===== src/pieb_pkg.sv =====
package pieb_pkg;
    localparam int unsigned ADDR_W = 12;
    // printed offsets are not multiples of four: kept as indices, byte address = 4 * index
    localparam logic [7:0] IDX_FLAGS_A   = 8'h0C;
    localparam logic [7:0] IDX_FLAGS_B   = 8'h0D;
    localparam logic [7:0] IDX_ENABLES_A = 8'h8C;
    localparam logic [7:0] IDX_ENABLES_B = 8'h8D;
    localparam logic [7:0] IDX_CONTROL   = 8'hC0;
    localparam logic [7:0] IDX_SOURCES   = 8'hC1;
    localparam int unsigned BIT_PARPORT  = 7;
    localparam int unsigned BIT_CONV     = 6;
    localparam int unsigned BIT_RX       = 5;
    localparam int unsigned BIT_TX       = 4;
    localparam int unsigned BIT_SYNC     = 3;
    localparam int unsigned BIT_CAPCMP1  = 2;
    localparam int unsigned BIT_TIMER_TWO_COUNT     = 1;
    localparam int unsigned BIT_TIMER_ONE_COUNT     = 0;
    localparam int unsigned BIT_CAPCMP2  = 0;
    localparam int unsigned BIT_PERIPH_EN = 0;
    localparam logic [7:0] RESET_BYTE    = 8'h00;
    // positions present in the reduced variant
    localparam logic [7:0] REDUCED_MASK  = 8'h4F;
    localparam logic [7:0] FULL_MASK     = 8'hFF;
    localparam logic [7:0] FLAG_B_MASK   = 8'h01;
    localparam logic [7:0] RO_FLAGS_A    = 8'h30;
    localparam logic [1:0] RESP_OKAY     = 2'b00;
    localparam logic [1:0] RESP_SLVERR   = 2'b10;
    typedef enum logic [1:0] {
        PIEB_CCP_CAPTURE = 2'b00,
        PIEB_CCP_COMPARE = 2'b01,
        PIEB_CCP_PWM     = 2'b10,
        PIEB_CCP_OFF     = 2'b11
    } pieb_ccp_mode_t;
endpackage : pieb_pkg


===== src/pieb_flag_if.sv =====
`timescale 1ns/1ps
interface pieb_flag_if;
    logic [7:0] flags_a;
    logic [7:0] flags_b;
    logic [7:0] enables_a;
    logic [7:0] enables_b;
    logic       periph_irq_en;
    logic       irq_req;
    modport bank (input flags_a, flags_b, enables_a, enables_b, periph_irq_en, output irq_req);
    modport top  (output flags_a, flags_b, enables_a, enables_b, periph_irq_en, input irq_req);
endinterface : pieb_flag_if


===== src/pieb_irq_gate.sv =====
`timescale 1ns/1ps
module pieb_irq_gate
    import pieb_pkg::*;
(
    input  wire logic aclk,
    input  wire logic aresetn,
    input  wire logic aclk_en,
    pieb_flag_if.bank fi
);
    logic irq_q;
    logic irq_d;

    assign irq_d = fi.periph_irq_en &&
                   (|(fi.flags_a & fi.enables_a) || |(fi.flags_b & fi.enables_b));

    always_ff @(posedge aclk) begin
        if (!aresetn) begin
            irq_q <= 1'b0;
        end else if (aclk_en) begin
            irq_q <= irq_d;
        end
    end
    assign fi.irq_req = irq_q;
endmodule : pieb_irq_gate


===== src/pieb_bank.sv =====
`timescale 1ns/1ps
module pieb_bank
    import pieb_pkg::*;
#(
    parameter bit REDUCED = 1'b0
)(
    input  wire logic                aclk,
    input  wire logic                aresetn,
    input  wire logic                aclk_en,
    input  wire logic [ADDR_W-1:0]   s_axi_awaddr,
    input  wire logic                s_axi_awvalid,
    output logic                     s_axi_awready,
    input  wire logic [31:0]         s_axi_wdata,
    input  wire logic [3:0]          s_axi_wstrb,
    input  wire logic                s_axi_wvalid,
    output logic                     s_axi_wready,
    output logic [1:0]               s_axi_bresp,
    output logic                     s_axi_bvalid,
    input  wire logic                s_axi_bready,
    input  wire logic [ADDR_W-1:0]   s_axi_araddr,
    input  wire logic                s_axi_arvalid,
    output logic                     s_axi_arready,
    output logic [31:0]              s_axi_rdata,
    output logic [1:0]               s_axi_rresp,
    output logic                     s_axi_rvalid,
    input  wire logic                s_axi_rready,
    input  wire logic                parport_access,
    input  wire logic                conversion_done,
    input  wire logic                serial_rx_full,
    input  wire logic                serial_tx_empty,
    input  wire logic                sync_serial_done,
    input  wire logic [1:0]          capcmp_one_mode,
    input  wire logic                capcmp_one_capture,
    input  wire logic                capcmp_one_match,
    input  wire logic [1:0]          capcmp_two_mode,
    input  wire logic                capcmp_two_capture,
    input  wire logic                capcmp_two_match,
    input  wire logic                timer_two_match,
    input  wire logic                timer_one_ovf,
    output logic                     periph_irq_req
);
    // the decode reads address bits above the word index
    if (ADDR_W < 11) begin : g_addr_chk
        $error("address width too small for the register map");
    end

    localparam logic [7:0] IMPL_A = REDUCED ? REDUCED_MASK : FULL_MASK;

    function automatic logic [7:0] word_idx(input logic [ADDR_W-1:0] a);
        word_idx = a[9:2];
    endfunction : word_idx

    function automatic logic addr_ok(input logic [ADDR_W-1:0] a);
        logic [7:0] i;
        i = word_idx(a);
        addr_ok = (a[1:0] == 2'b00) && (a[ADDR_W-1:10] == '0) &&
                  (i == IDX_FLAGS_A || i == IDX_FLAGS_B || i == IDX_ENABLES_A ||
                   i == IDX_ENABLES_B || i == IDX_CONTROL || i == IDX_SOURCES);
    endfunction : addr_ok

    logic [7:0] flags_a_q;
    logic [7:0] flags_b_q;
    logic [7:0] enables_a_q;
    logic [7:0] enables_b_q;
    logic       periph_en_q;

    // write channel: capture address and data independently
    logic [ADDR_W-1:0] awaddr_q;
    logic              aw_have_q;
    logic [31:0]       wdata_q;
    logic [3:0]        wstrb_q;
    logic              w_have_q;
    logic              bvalid_q;
    logic [1:0]        bresp_q;
    logic              wr_fire;
    logic [7:0]        wr_idx;
    logic              wr_lane0;
    logic [7:0]        wr_byte;

    // readies drop in reset and while frozen, so nothing is taken that is not stored
    assign s_axi_awready = aresetn && aclk_en && !aw_have_q && !bvalid_q;
    assign s_axi_wready  = aresetn && aclk_en && !w_have_q && !bvalid_q;
    assign wr_fire       = aclk_en && aw_have_q && w_have_q && !bvalid_q;
    assign wr_idx        = word_idx(awaddr_q);
    assign wr_lane0      = wstrb_q[0];
    assign wr_byte       = wdata_q[7:0];

    always_ff @(posedge aclk) begin
        if (!aresetn) begin
            aw_have_q <= 1'b0;
            awaddr_q  <= '0;
        end else if (aclk_en) begin
            if (s_axi_awvalid && s_axi_awready) begin
                aw_have_q <= 1'b1;
                awaddr_q  <= s_axi_awaddr;
            end else if (wr_fire) begin
                aw_have_q <= 1'b0;
            end
        end
    end

    always_ff @(posedge aclk) begin
        if (!aresetn) begin
            w_have_q <= 1'b0;
            wdata_q  <= '0;
            wstrb_q  <= '0;
        end else if (aclk_en) begin
            if (s_axi_wvalid && s_axi_wready) begin
                w_have_q <= 1'b1;
                wdata_q  <= s_axi_wdata;
                wstrb_q  <= s_axi_wstrb;
            end else if (wr_fire) begin
                w_have_q <= 1'b0;
            end
        end
    end

    always_ff @(posedge aclk) begin
        if (!aresetn) begin
            bvalid_q <= 1'b0;
            bresp_q  <= RESP_OKAY;
        end else if (aclk_en) begin
            if (wr_fire) begin
                bvalid_q <= 1'b1;
                bresp_q  <= addr_ok(awaddr_q) ? RESP_OKAY : RESP_SLVERR;
            end else if (s_axi_bready) begin
                bvalid_q <= 1'b0;
            end
        end
    end
    // a frozen bank hides its answer so a master cannot take it twice
    assign s_axi_bvalid = bvalid_q && aclk_en;
    assign s_axi_bresp  = bresp_q;

    // write strobes per register, only low byte lane carries data
    logic we_flags_a;
    logic we_flags_b;
    logic we_en_a;
    logic we_en_b;
    logic we_ctrl;
    assign we_flags_a = wr_fire && wr_lane0 && addr_ok(awaddr_q) && wr_idx == IDX_FLAGS_A;
    assign we_flags_b = wr_fire && wr_lane0 && addr_ok(awaddr_q) && wr_idx == IDX_FLAGS_B;
    assign we_en_a    = wr_fire && wr_lane0 && addr_ok(awaddr_q) && wr_idx == IDX_ENABLES_A;
    assign we_en_b    = wr_fire && wr_lane0 && addr_ok(awaddr_q) && wr_idx == IDX_ENABLES_B;
    assign we_ctrl    = wr_fire && wr_lane0 && addr_ok(awaddr_q) && wr_idx == IDX_CONTROL;

    always_ff @(posedge aclk) begin
        if (!aresetn) begin
            enables_a_q <= RESET_BYTE;
            enables_b_q <= RESET_BYTE;
            periph_en_q <= 1'b0;
        end else if (aclk_en) begin
            if (we_en_a) begin
                enables_a_q <= wr_byte & IMPL_A;
            end
            if (we_en_b) begin
                enables_b_q <= wr_byte & FLAG_B_MASK;
            end
            if (we_ctrl) begin
                periph_en_q <= wr_byte[BIT_PERIPH_EN];
            end
        end
    end

    // pin inputs pass two flops before use
    localparam int unsigned NSRC = 13;
    logic [NSRC-1:0] src_raw;
    logic [NSRC-1:0] src_m_q;
    logic [NSRC-1:0] src_s_q;
    logic [NSRC-1:0] src_p_q;
    assign src_raw = {capcmp_two_mode, capcmp_one_mode, capcmp_two_capture, capcmp_two_match,
                      parport_access, conversion_done, sync_serial_done,
                      capcmp_one_capture, capcmp_one_match, timer_two_match, timer_one_ovf};
    logic [1:0] rxtx_m_q;
    logic [1:0] rxtx_s_q;

    always_ff @(posedge aclk) begin
        if (!aresetn) begin
            src_m_q  <= '0;
            src_s_q  <= '0;
            src_p_q  <= '0;
            rxtx_m_q <= '0;
            rxtx_s_q <= '0;
        end else if (aclk_en) begin
            src_m_q  <= src_raw;
            src_s_q  <= src_m_q;
            src_p_q  <= src_s_q;
            rxtx_m_q <= {serial_rx_full, serial_tx_empty};
            rxtx_s_q <= rxtx_m_q;
        end
    end

    // events are rising edges of synchronised strobes, so a long strobe counts once
    logic [NSRC-1:0] rise;
    logic [1:0]      ccp1_mode;
    logic [1:0]      ccp2_mode;
    assign rise      = src_s_q & ~src_p_q;
    assign ccp2_mode = src_s_q[12:11];
    assign ccp1_mode = src_s_q[10:9];

    function automatic logic ccp_event(input logic [1:0] mode, input logic cap,
                                       input logic cmp);
        case (mode)
            PIEB_CCP_CAPTURE: ccp_event = cap;
            PIEB_CCP_COMPARE: ccp_event = cmp;
            default:          ccp_event = 1'b0;
        endcase
    endfunction : ccp_event

    logic [7:0] hw_set_a;
    logic [7:0] hw_set_b;
    always_comb begin
        hw_set_a = '0;
        hw_set_a[BIT_PARPORT] = rise[6];
        hw_set_a[BIT_CONV]    = rise[5];
        hw_set_a[BIT_SYNC]    = rise[4];
        hw_set_a[BIT_CAPCMP1] = ccp_event(ccp1_mode, rise[3], rise[2]);
        hw_set_a[BIT_TIMER_TWO_COUNT]    = rise[1];
        hw_set_a[BIT_TIMER_ONE_COUNT]    = rise[0];
        hw_set_a = hw_set_a & IMPL_A;
        hw_set_b = '0;
        hw_set_b[BIT_CAPCMP2] = ccp_event(ccp2_mode, rise[8], rise[7]);
    end

    // sticky flags: enables never gate the set; hardware set beats a clear
    always_ff @(posedge aclk) begin
        if (!aresetn) begin
            flags_a_q <= RESET_BYTE;
            flags_b_q <= RESET_BYTE;
        end else if (aclk_en) begin
            if (we_flags_a) begin
                flags_a_q <= ((wr_byte & ~RO_FLAGS_A & IMPL_A) | hw_set_a)
                             | (flags_a_q & RO_FLAGS_A);
            end else begin
                flags_a_q <= flags_a_q | hw_set_a;
            end
            if (we_flags_b) begin
                flags_b_q <= (wr_byte & FLAG_B_MASK) | hw_set_b;
            end else begin
                flags_b_q <= flags_b_q | hw_set_b;
            end
        end
    end

    // rx/tx positions are live buffer state, not stored
    logic [7:0] flags_a_view;
    always_comb begin
        flags_a_view = flags_a_q & ~RO_FLAGS_A;
        flags_a_view[BIT_RX] = rxtx_s_q[1];
        flags_a_view[BIT_TX] = rxtx_s_q[0];
        flags_a_view = flags_a_view & IMPL_A;
    end

    pieb_flag_if fi ();
    assign fi.flags_a       = flags_a_view;
    assign fi.flags_b       = flags_b_q;
    assign fi.enables_a     = enables_a_q;
    assign fi.enables_b     = enables_b_q;
    assign fi.periph_irq_en = periph_en_q;

    pieb_irq_gate u_gate (
        .aclk    (aclk),
        .aresetn (aresetn),
        .aclk_en (aclk_en),
        .fi      (fi)
    );
    assign periph_irq_req = fi.irq_req;

    // read channel: one cycle from address to data
    logic        rvalid_q;
    logic [31:0] rdata_q;
    logic [1:0]  rresp_q;
    assign s_axi_arready = aresetn && aclk_en && !rvalid_q;

    function automatic logic [7:0] read_mux(input logic [7:0] i);
        case (i)
            IDX_FLAGS_A:   read_mux = flags_a_view;
            IDX_FLAGS_B:   read_mux = flags_b_q;
            IDX_ENABLES_A: read_mux = enables_a_q;
            IDX_ENABLES_B: read_mux = enables_b_q;
            IDX_CONTROL:   read_mux = {7'h00, periph_en_q};
            IDX_SOURCES:   read_mux = {7'h00, periph_irq_req};
            default:       read_mux = 8'h00;
        endcase
    endfunction : read_mux

    always_ff @(posedge aclk) begin
        if (!aresetn) begin
            rvalid_q <= 1'b0;
            rdata_q  <= '0;
            rresp_q  <= RESP_OKAY;
        end else if (aclk_en) begin
            if (s_axi_arvalid && s_axi_arready) begin
                rvalid_q <= 1'b1;
                rdata_q  <= {24'h000000, read_mux(word_idx(s_axi_araddr))};
                rresp_q  <= addr_ok(s_axi_araddr) ? RESP_OKAY : RESP_SLVERR;
            end else if (s_axi_rready) begin
                rvalid_q <= 1'b0;
            end
        end
    end
    assign s_axi_rvalid = rvalid_q && aclk_en;
    assign s_axi_rdata  = rdata_q;
    assign s_axi_rresp  = rresp_q;
endmodule : pieb_bank


===== config.mk =====
export PLATFORM = sky130hd
export DESIGN_NAME = pieb_bank
export DESIGN_NICKNAME = d
export VERILOG_FILES = /design/src/pieb_pkg.sv /design/src/pieb_flag_if.sv /design/src/pieb_irq_gate.sv /design/src/pieb_bank.sv
export SDC_FILE = /design/constraint.sdc
export NUM_CORES = 1
export LEC_CHECK = 0
export BUFFER_PORTS_ARGS = -buffer_cell sky130_fd_sc_hd__buf_4
export CAP_MARGIN = 20
export CORE_UTILIZATION = 46
export DETAILED_ROUTE_END_ITERATION = 8
export GPL_TIMING_DRIVEN = 0
export HOLD_SLACK_MARGIN = 0.12
export PLACE_DENSITY = 0.76
export SLEW_MARGIN = 40
export SYNTH_ARGS = -nofsm -noshare
export SYNTH_HDL_FRONTEND = slang
export SYNTH_SLANG_ARGS = --single-unit

===== constraint.sdc =====
create_clock -name aclk -period 1.4 [get_ports aclk]
set_clock_uncertainty 0.05 [all_clocks]
set_input_delay 0 -clock aclk [delete_from_list [all_inputs] [get_ports aclk]]
set_output_delay 0 -clock aclk [all_outputs]
set_load 0.03 [all_outputs]

==> results of run 1 <==
[registers in the layout, summed over array words and instances (netlist names), 2 cells and up]
signal       count
src_m_q         13
src_s_q         13
awaddr_q        12
src_p_q          9
enables_a_q      8
s_axi_rdata      8
wdata_q          8
flags_a_q        6
rxtx_m_q         2
rxtx_s_q         2
[worst paths after layout]
| path | from | end | slack [ns] |
|---|---|---|---|
| worst max-delay path | awaddr_q[11] | enables_a_q[5] | -0.16 |
| worst min-delay path | s_axi_araddr[11] | s_axi_rresp[1] | 0.06 |
| worst max register to register | awaddr_q[11] | enables_a_q[5] | -0.16 |
| worst min register to register | s_axi_rdata[4] | s_axi_rdata[4] | 0.40 |
[cells in the mapped netlist (2+ instances only)]
master    count  area share (%)
nand3_1      25             3.1
o21ai_0       9             1.1
nor2_1       51             4.7
buf_2        11             1.4
buf_4        27             5.0
dfxtp_1      92              45
nand2_1      56             5.2
a211oi_1      5            0.93
and4bb_2      2            0.62
a22oi_1       2            0.37
and2_1        3            0.46
and3b_1       2            0.43
mux2i_1      56              14
nor3_1        5            0.62
clkbuf_1      7            0.65
nand4_1       2            0.31
a221oi_1      3            0.65
nor4b_1       2            0.43
nand3b_1      4            0.74
buf_1         7            0.65
a21o_1        5            0.93
nor2b_1       5            0.77
a21oi_1      34             4.2
nor3b_1       3            0.56
buf_6         2            0.56
nor4_1        2            0.31
[critical path, delay by kind of cell, from the launching register on]
family           cells  cell delay [ns]
flip-flops           1             0.34
multiplexers         1             0.20
AND/OR/NAND/NOR      3             0.89
[cell usage in the layout (no fill, tap or decap), types with 2 or more instances in the layout]
cell	n
conb_1	26
nor2_1	51
and4bb_2	2
o21ai_1	8
buf_1	6
nand3b_1	4
dfxtp_1	83
a221oi_1	2
a211oi_2	2
a21oi_2	2
nand4_1	2
dlygate4sd3_1	50
mux2i_1	56
nor2b_1	5
nand4b_4	2
dfxtp_2	7
bufinv_16	2
a21o_1	5
a21oi_1	32
a211oi_1	3
buf_6	4
clkbuf_8	10
dfxtp_4	2
and3b_1	2
a22oi_1	2
nand2_1	55
clkbuf_1	7
nor3b_2	2
nand3_1	24
nor3_1	4
and2_1	2
buf_4	105
nor3_2	2
nor4_4	3
buf_2	9
[logic make-up (layout without fill, tap and decap cells)]
family | after synthesis | in the layout | share of synthesized area (%)
AND/OR/NAND/NOR | 176 | 176 | 22.1
flip-flops | 92 | 92 | 45.4
AO/OA/AOI/OAI | 64 | 64 | 9.41
multiplexers | 58 | 58 | 14.7
buffers and inverters | 55 | 196 | 8.30
other | 1 | 26 | 0.0924
[final cells by class]
cell class                 count  area (sq um)  share of cell area, %
clock buffer                  12           145                   2.54
buffer                        52           334                   5.85
sequential                    92          1860                   32.6
timing repair buffer         129          1100                   19.3
clock inverter                 2          60.1                   1.05
tap                          105           131                   2.30
inverter                       1          3.75                 0.0658
multi-input combinational    324          2070                   36.3
[what timing repair did]
item / 4_1_cts / 5_1_grt
setup buffers: 7 / 2
cloned: 0 / 1
pin swaps: 10 / 11
gates resized for setup: 21 / 28
setup endpoints to repair: 35 / 43
hold endpoints to repair: 50 / 2
[power by group]
part	switching (mW)	total, mW	internal [mW]
Sequential	0.0627	2.75	2.69
Clock	0.871	1.91	1.04
Combinational	0.407	0.817	0.411
[metrics by stage]
stage | power [mW] | setup slack (ns) | instances | utilization (%) | area (sq um)
after global routing | 5.70 | -0.251 | 717 | 68.1 | 5710
after global placement | 3.45 | -0.244 | 644 | 57.3 | 4800
after floorplan | 3.24 | -0.0147 | 471 | - | 4160
after detailed placement | 3.46 | -0.309 | 644 | 57.3 | 4800
final | 5.48 | -0.160 | 717 | 68.1 | 5710
after CTS | 5.46 | -0.120 | 714 | 67.0 | 5620
[per-layer routing]
| metal | up-vias | wire length (um) |
|---|---|---|
| li1 | 1826 | - |
| met1 | 1686 | 4340 |
| met2 | 120 | 4990 |
| met3 | 19 | 575 |
| met4 | 0 | 203 |
| met5 | - | 0 |
==> metrics.md, run 1 <==
| Metric | Value |
|---|---|
| Routed wire length | `10100 um` |
| Count of cell types in the netlist | `50` |
| Hold_ws | `0.0643 ns` |
| Total CTS buffers | `9` |
| Fin. Hold Viols | `0` |
| Die ar. | `a little over 9000 sq um` |
| Max Transition Viols Final | `0` |
| Most Used Layer, Global Route | `met2` |
| DR DRC count | `0` |
| Max cap viols | `0` |
| Vias per std cell | `5.09` |
| Final Worst Setup Slack | `-0.160 ns` |
| CP Cell Sequence | `nor4_4 > and4_4 > and2_4 > mux2i_1` |
| Critical-path top delay cell | `nor4_4` |
| DP HPWL | `6650 um` |
| Worst min path class | `in -> reg` |
| Row count | `33` |
| ANT cells | `0` |
| Fin crit share | `111%` |
| Initial DRC Count | `189` |
| R2R depth | `4` |
| Chip width | `approximately 96 um` |
| Status | `complete, but fails checks` |
| Clock sinks | `roughly 90` |
| CP Data Arrival Time | `1.80 ns` |
| WHS Path Cells | `5` |
| Crit path required time | `1.64 ns` |
| CTS tree | `yes` |
| Synth-to-layout area growth | `40.7%` |
| Root Driver | `clkbuf_8` |
| Leak | `2.51 nW` |
| Post-synth ARST share | `0%` |
| GPL Wtd Cong | `0.813` |
| M3 GR Usage | `approximately 4.5%` |
| Post-layout nets | `692` |
| Largest net degree at the start of global routing | `14` |
| 1st-pass router iterations | `4` |
| IO Port Bufs | `68` |
| Setup crit end kind | `flop` |
| RSZ-0062 raised after global routing | `yes` |
| Max-slew headroom | `61.3%` |
| Max Fclk | `641 MHz` |
| Hold Buf Count CTS | `51` |
| Worst-skew pair later-pin latency | `0.36 ns` |
| Clock Path Buffers | `2` |
| H-Tree Depth | `3` |
| TNS Setup | `-2.21 ns` |
| Met1 Track Usage GR | `27.3%` |
| Post-DRT Antenna Nets | `0` |
| Met2 Use GR | `39.7%` |
| Layout cells sized above 1 | `a little over a quarter` |
| CTS clk-pin slew, worst paths | `0.09 ns` |
| Sequential area share after synthesis | `45.4%` |
| All-layer global routing usage | `a little under a quarter` |
| # IOs | `125` |
| Post-synth EDFFs | `0` |
| Violated checks | `negative setup slack` |
| Initial Util | `48.4%` |
| Slew of the pin with the lowest slew margin | `0.580 ns` |
| Chip Height | `about 96 um` |
| First-pass GRT wire length | `about 16000 um` |
| Vias after detailed routing | `between 3000 and 4000` |
| Synth Register Bits | `92` |
| Initial antenna violation count | `0` |
| Tmin final | `1.56 ns` |
| Wire per inst | `approximately 14 um` |
| Setup violators final | `16` |
| Syn_area_per_cell | `slightly above 9 sq um` |
| Post-Syn Area | `between 4000 and 5000 sq um` |
| WS Path Type | `reg -> reg` |
| Vias in the first global route | `between 3000 and 4000` |
| Crit Path Max Fanout | `8` |
| Core region area | `approximately 8400 sq um` |
| CP peak stage delay | `0.35 ns` |
| Startpoint Class | `flop` |
| Grt ovf | `0` |
| Post-synth top flop | `dfxtp_1` |
| Ys Warns | `0` |
| Filler cells | `672` |
| VDD IR-drop max | `approximately 0.00072 V` |
| Post-Syn Instances | `446` |
| PD cells | `960 nW/um^2` |
Note: power is estimated with default switching activity, not from simulation.
==> run 2, diff against run 1 <==
- REMOVE_ABC_BUFFERS: default -> 1
==> metrics.md, run 2 (synthesis gave the netlist of run 1 again) <==
| Metric | Value |
|---|---|
| Status | `complete, but fails checks` |
| Clock sinks | `92 (unchanged)` |
| Post-DRT Antenna Nets | `0 (unchanged)` |
| Setup crit end kind | `flop` |
| Initial DRC Count | `187 (-1.1%)` |
| Chip Height | `95.9 um (unchanged)` |
| Violated checks | `negative setup slack` |
| Fin. Hold Viols | `0 (unchanged)` |
| Post-layout nets | `671 (-3.0%)` |
| WS Path Type | `reg -> reg` |
| All-layer global routing usage | `24.1% (+1.1 points)` |
| Hold_ws | `0.0620 ns (-0.00228 ns)` |
| Chip width | `95.9 um (unchanged)` |
| Met2 Use GR | `44.4% (+4.7 points)` |
| Layout Cells excl Fill | `697 (-2.8%)` |
| Row count | `33 (unchanged)` |
| M3 GR Usage | `3.32% (-1.2 points)` |
| Synth-to-layout area growth | `41.3%` |
| 1st-pass router iterations | `4 (unchanged)` |
| CTS clk-pin slew, worst paths | `0.09 ns (about the same)` |
| CTS tree | `yes` |
| Most frequent cells in the layout | `84 x dfxtp_1, 82 x buf_4, 71 x dlygate4sd3_1` |
| GPL Wtd Cong | `0.739 (-9.0%)` |
| Max cap viols | `0 (unchanged)` |
| Startpoint Class | `flop` |
| Crit path required time | `1.63 ns (about the same)` |
| Total CTS buffers | `9 (unchanged)` |
| DP HPWL | `5840 um (-12%)` |
| RSZ-0062 raised after global routing | `yes` |
| Worst-skew pair later-pin latency | `0.36 ns (about the same)` |
| Initial Util | `48.4% (unchanged)` |
| Leak | `2.38 nW (-5.1%)` |
| Final Worst Setup Slack | `-0.162 ns (-0.00210 ns)` |
| Slew of the pin with the lowest slew margin | `0.653 ns (+0.0726 ns)` |
| CP Data Arrival Time | `1.79 ns (about the same)` |
| Layout cells sized above 1 | `24.8% (-2.3 points)` |
| Routed wire length | `10600 um (+4.8%)` |
| Vias after detailed routing | `3667 (+0.44%)` |
| # IOs | `125 (unchanged)` |
| Setup violators final | `15 (-1)` |
| Area post-placement | `4500 sq um (-6.2%)` |
| Fin crit share | `112% (+0.15 points)` |
| VDD IR-drop max | `0.000592 V (-18%)` |
| TNS Setup | `-1.55 ns (+0.660 ns)` |
| Wire per inst | `15.2 um (+7.8%)` |
| Vias in the first global route | `3610 (+5.5%)` |
| Min-delay src | `s_axi_araddr[11]` |
| Max Fclk | `640 MHz (-0.13%)` |
| Finished Cell Area | `5730 sq um (+0.39%)` |
| Die ar. | `9200 sq um (unchanged)` |
| Root Driver | `clkbuf_8` |
| Largest net degree at the start of global routing | `62 (+48)` |
| IO Port Bufs | `71 (+4.4%)` |
| Worst min path class | `in -> reg` |
| FF-to-FF Start | `awaddr_q[0]` |
| Core region area | `8380 sq um (unchanged)` |
| PD cells | `904 nW/um^2 (-5.8%)` |
| Leading cell type in the layout, fill and taps excluded | `dfxtp_1` |
| First-pass GRT wire length | `16900 um (+6.4%)` |
| Max Transition Viols Final | `0 (unchanged)` |
| Max-slew headroom | `56.5% (-4.8 points)` |
| Grt ovf | `0 (unchanged)` |
| Most Used Layer, Global Route | `met2` |
| Number of placed cells counting well taps | `594 (-7.8%)` |
| Clock Path Buffers | `2 (unchanged)` |
| Tmin final | `1.56 ns (+0.00210 ns)` |
| Vias per std cell | `5.26 (+3.3%)` |
| DR DRC count | `0 (unchanged)` |
| H-Tree Depth | `3 (unchanged)` |
| ANT cells | `0 (unchanged)` |
| Initial antenna violation count | `0 (unchanged)` |
| Largest regs | `src_m_q (13), src_s_q (13), awaddr_q (12)` |
| Pre-CTS WS | `-0.655 ns (-0.346 ns)` |
| Met1 Track Usage GR | `28.2% (+0.91 points)` |
| Worst setup startpoint | `awaddr_q[0]` |
| Crit Path Max Fanout | `8 (unchanged)` |
==> run 2: changes by cell type in the layout (fill, tap and decap cells not counted), moves of 6 or more <==
cell | before | now
buf_4 | 105 | 82
dlygate4sd3_1 | 50 | 71
buf_2 | 9 | 0
buf_1 | 6 | 0
clkbuf_1 | 7 | 1
==> run 2: worst max-delay path: stages (launching register included) <==
cell,delay (ns)
dfxtp_2,0.34
nor4_4,0.29
and4_4,0.29
and2_4,0.25
mux2i_2,0.26
==> run 2: timing repair <==
item / 4_1_cts / 5_1_grt
hold buffers: 72 / 0
hold endpoints to repair: 59 / 0
endpoints found under the setup margin: 48 / 29
gates cloned: 0 / 0
setup buffers: 13 / 3
pin swaps: 12 / 12
resized for setup: 44 / 17
==> run 2: worst paths after layout <==
kind / to / slack, ns / depth (start not counted)
hold / removal: s_axi_rresp[1] / 0.06 / 5
setup reg to reg: enables_a_q[3] / -0.16 / 4
setup / recovery: enables_a_q[3] / -0.16 / 4
hold reg to reg: s_axi_rdata[7] / 0.40 / 2
==> run 2: per-stage QoR <==
| step | util, % | power, mW |
|---|---|---|
| 2_1_floorplan | - | 3.12 |
| 3_3_place_gp | 53.5 | 3.36 |
| 3_5_place_dp | 53.7 | 3.38 |
| 4_1_cts | 67.4 | 5.16 |
| 5_1_grt | 68.4 | 5.39 |
| 6_report | 68.4 | 5.18 |
==> run 2: cell type report <==
| class | instances | area (sq um) |
|---|---|---|
| clock buffer | 12 | 155 |
| clock inverter | 3 | 21.3 |
| fill | 625 | 2650 |
| inverter | 1 | 6.26 |
| multi-input combinational | 324 | 2150 |
| sequential | 92 | 1850 |
| tap | 105 | 131 |
| timing repair buffer | 160 | 1420 |
==> run 2: routing by layer <==
metal / routed length, um / share of wire (%) / vias to the layer above
li1: - / - / 1793
met1: 4280 / 40 / 1736
met2: 5620 / 53 / 125
met3: 574 / 5.4 / 13
met4: 119 / 1.1 / 0
met5: 0 / 0 / -
==> run 2: power breakdown <==
group	switching [mW]	leakage (nW)	internal (mW)	total, mW
Combinational	0.396	1.54	0.375	0.771
Sequential	0.0672	0.751	2.69	2.76
Clock	0.914	0.0889	0.738	1.65
Total	1.38	2.38	3.81	5.18
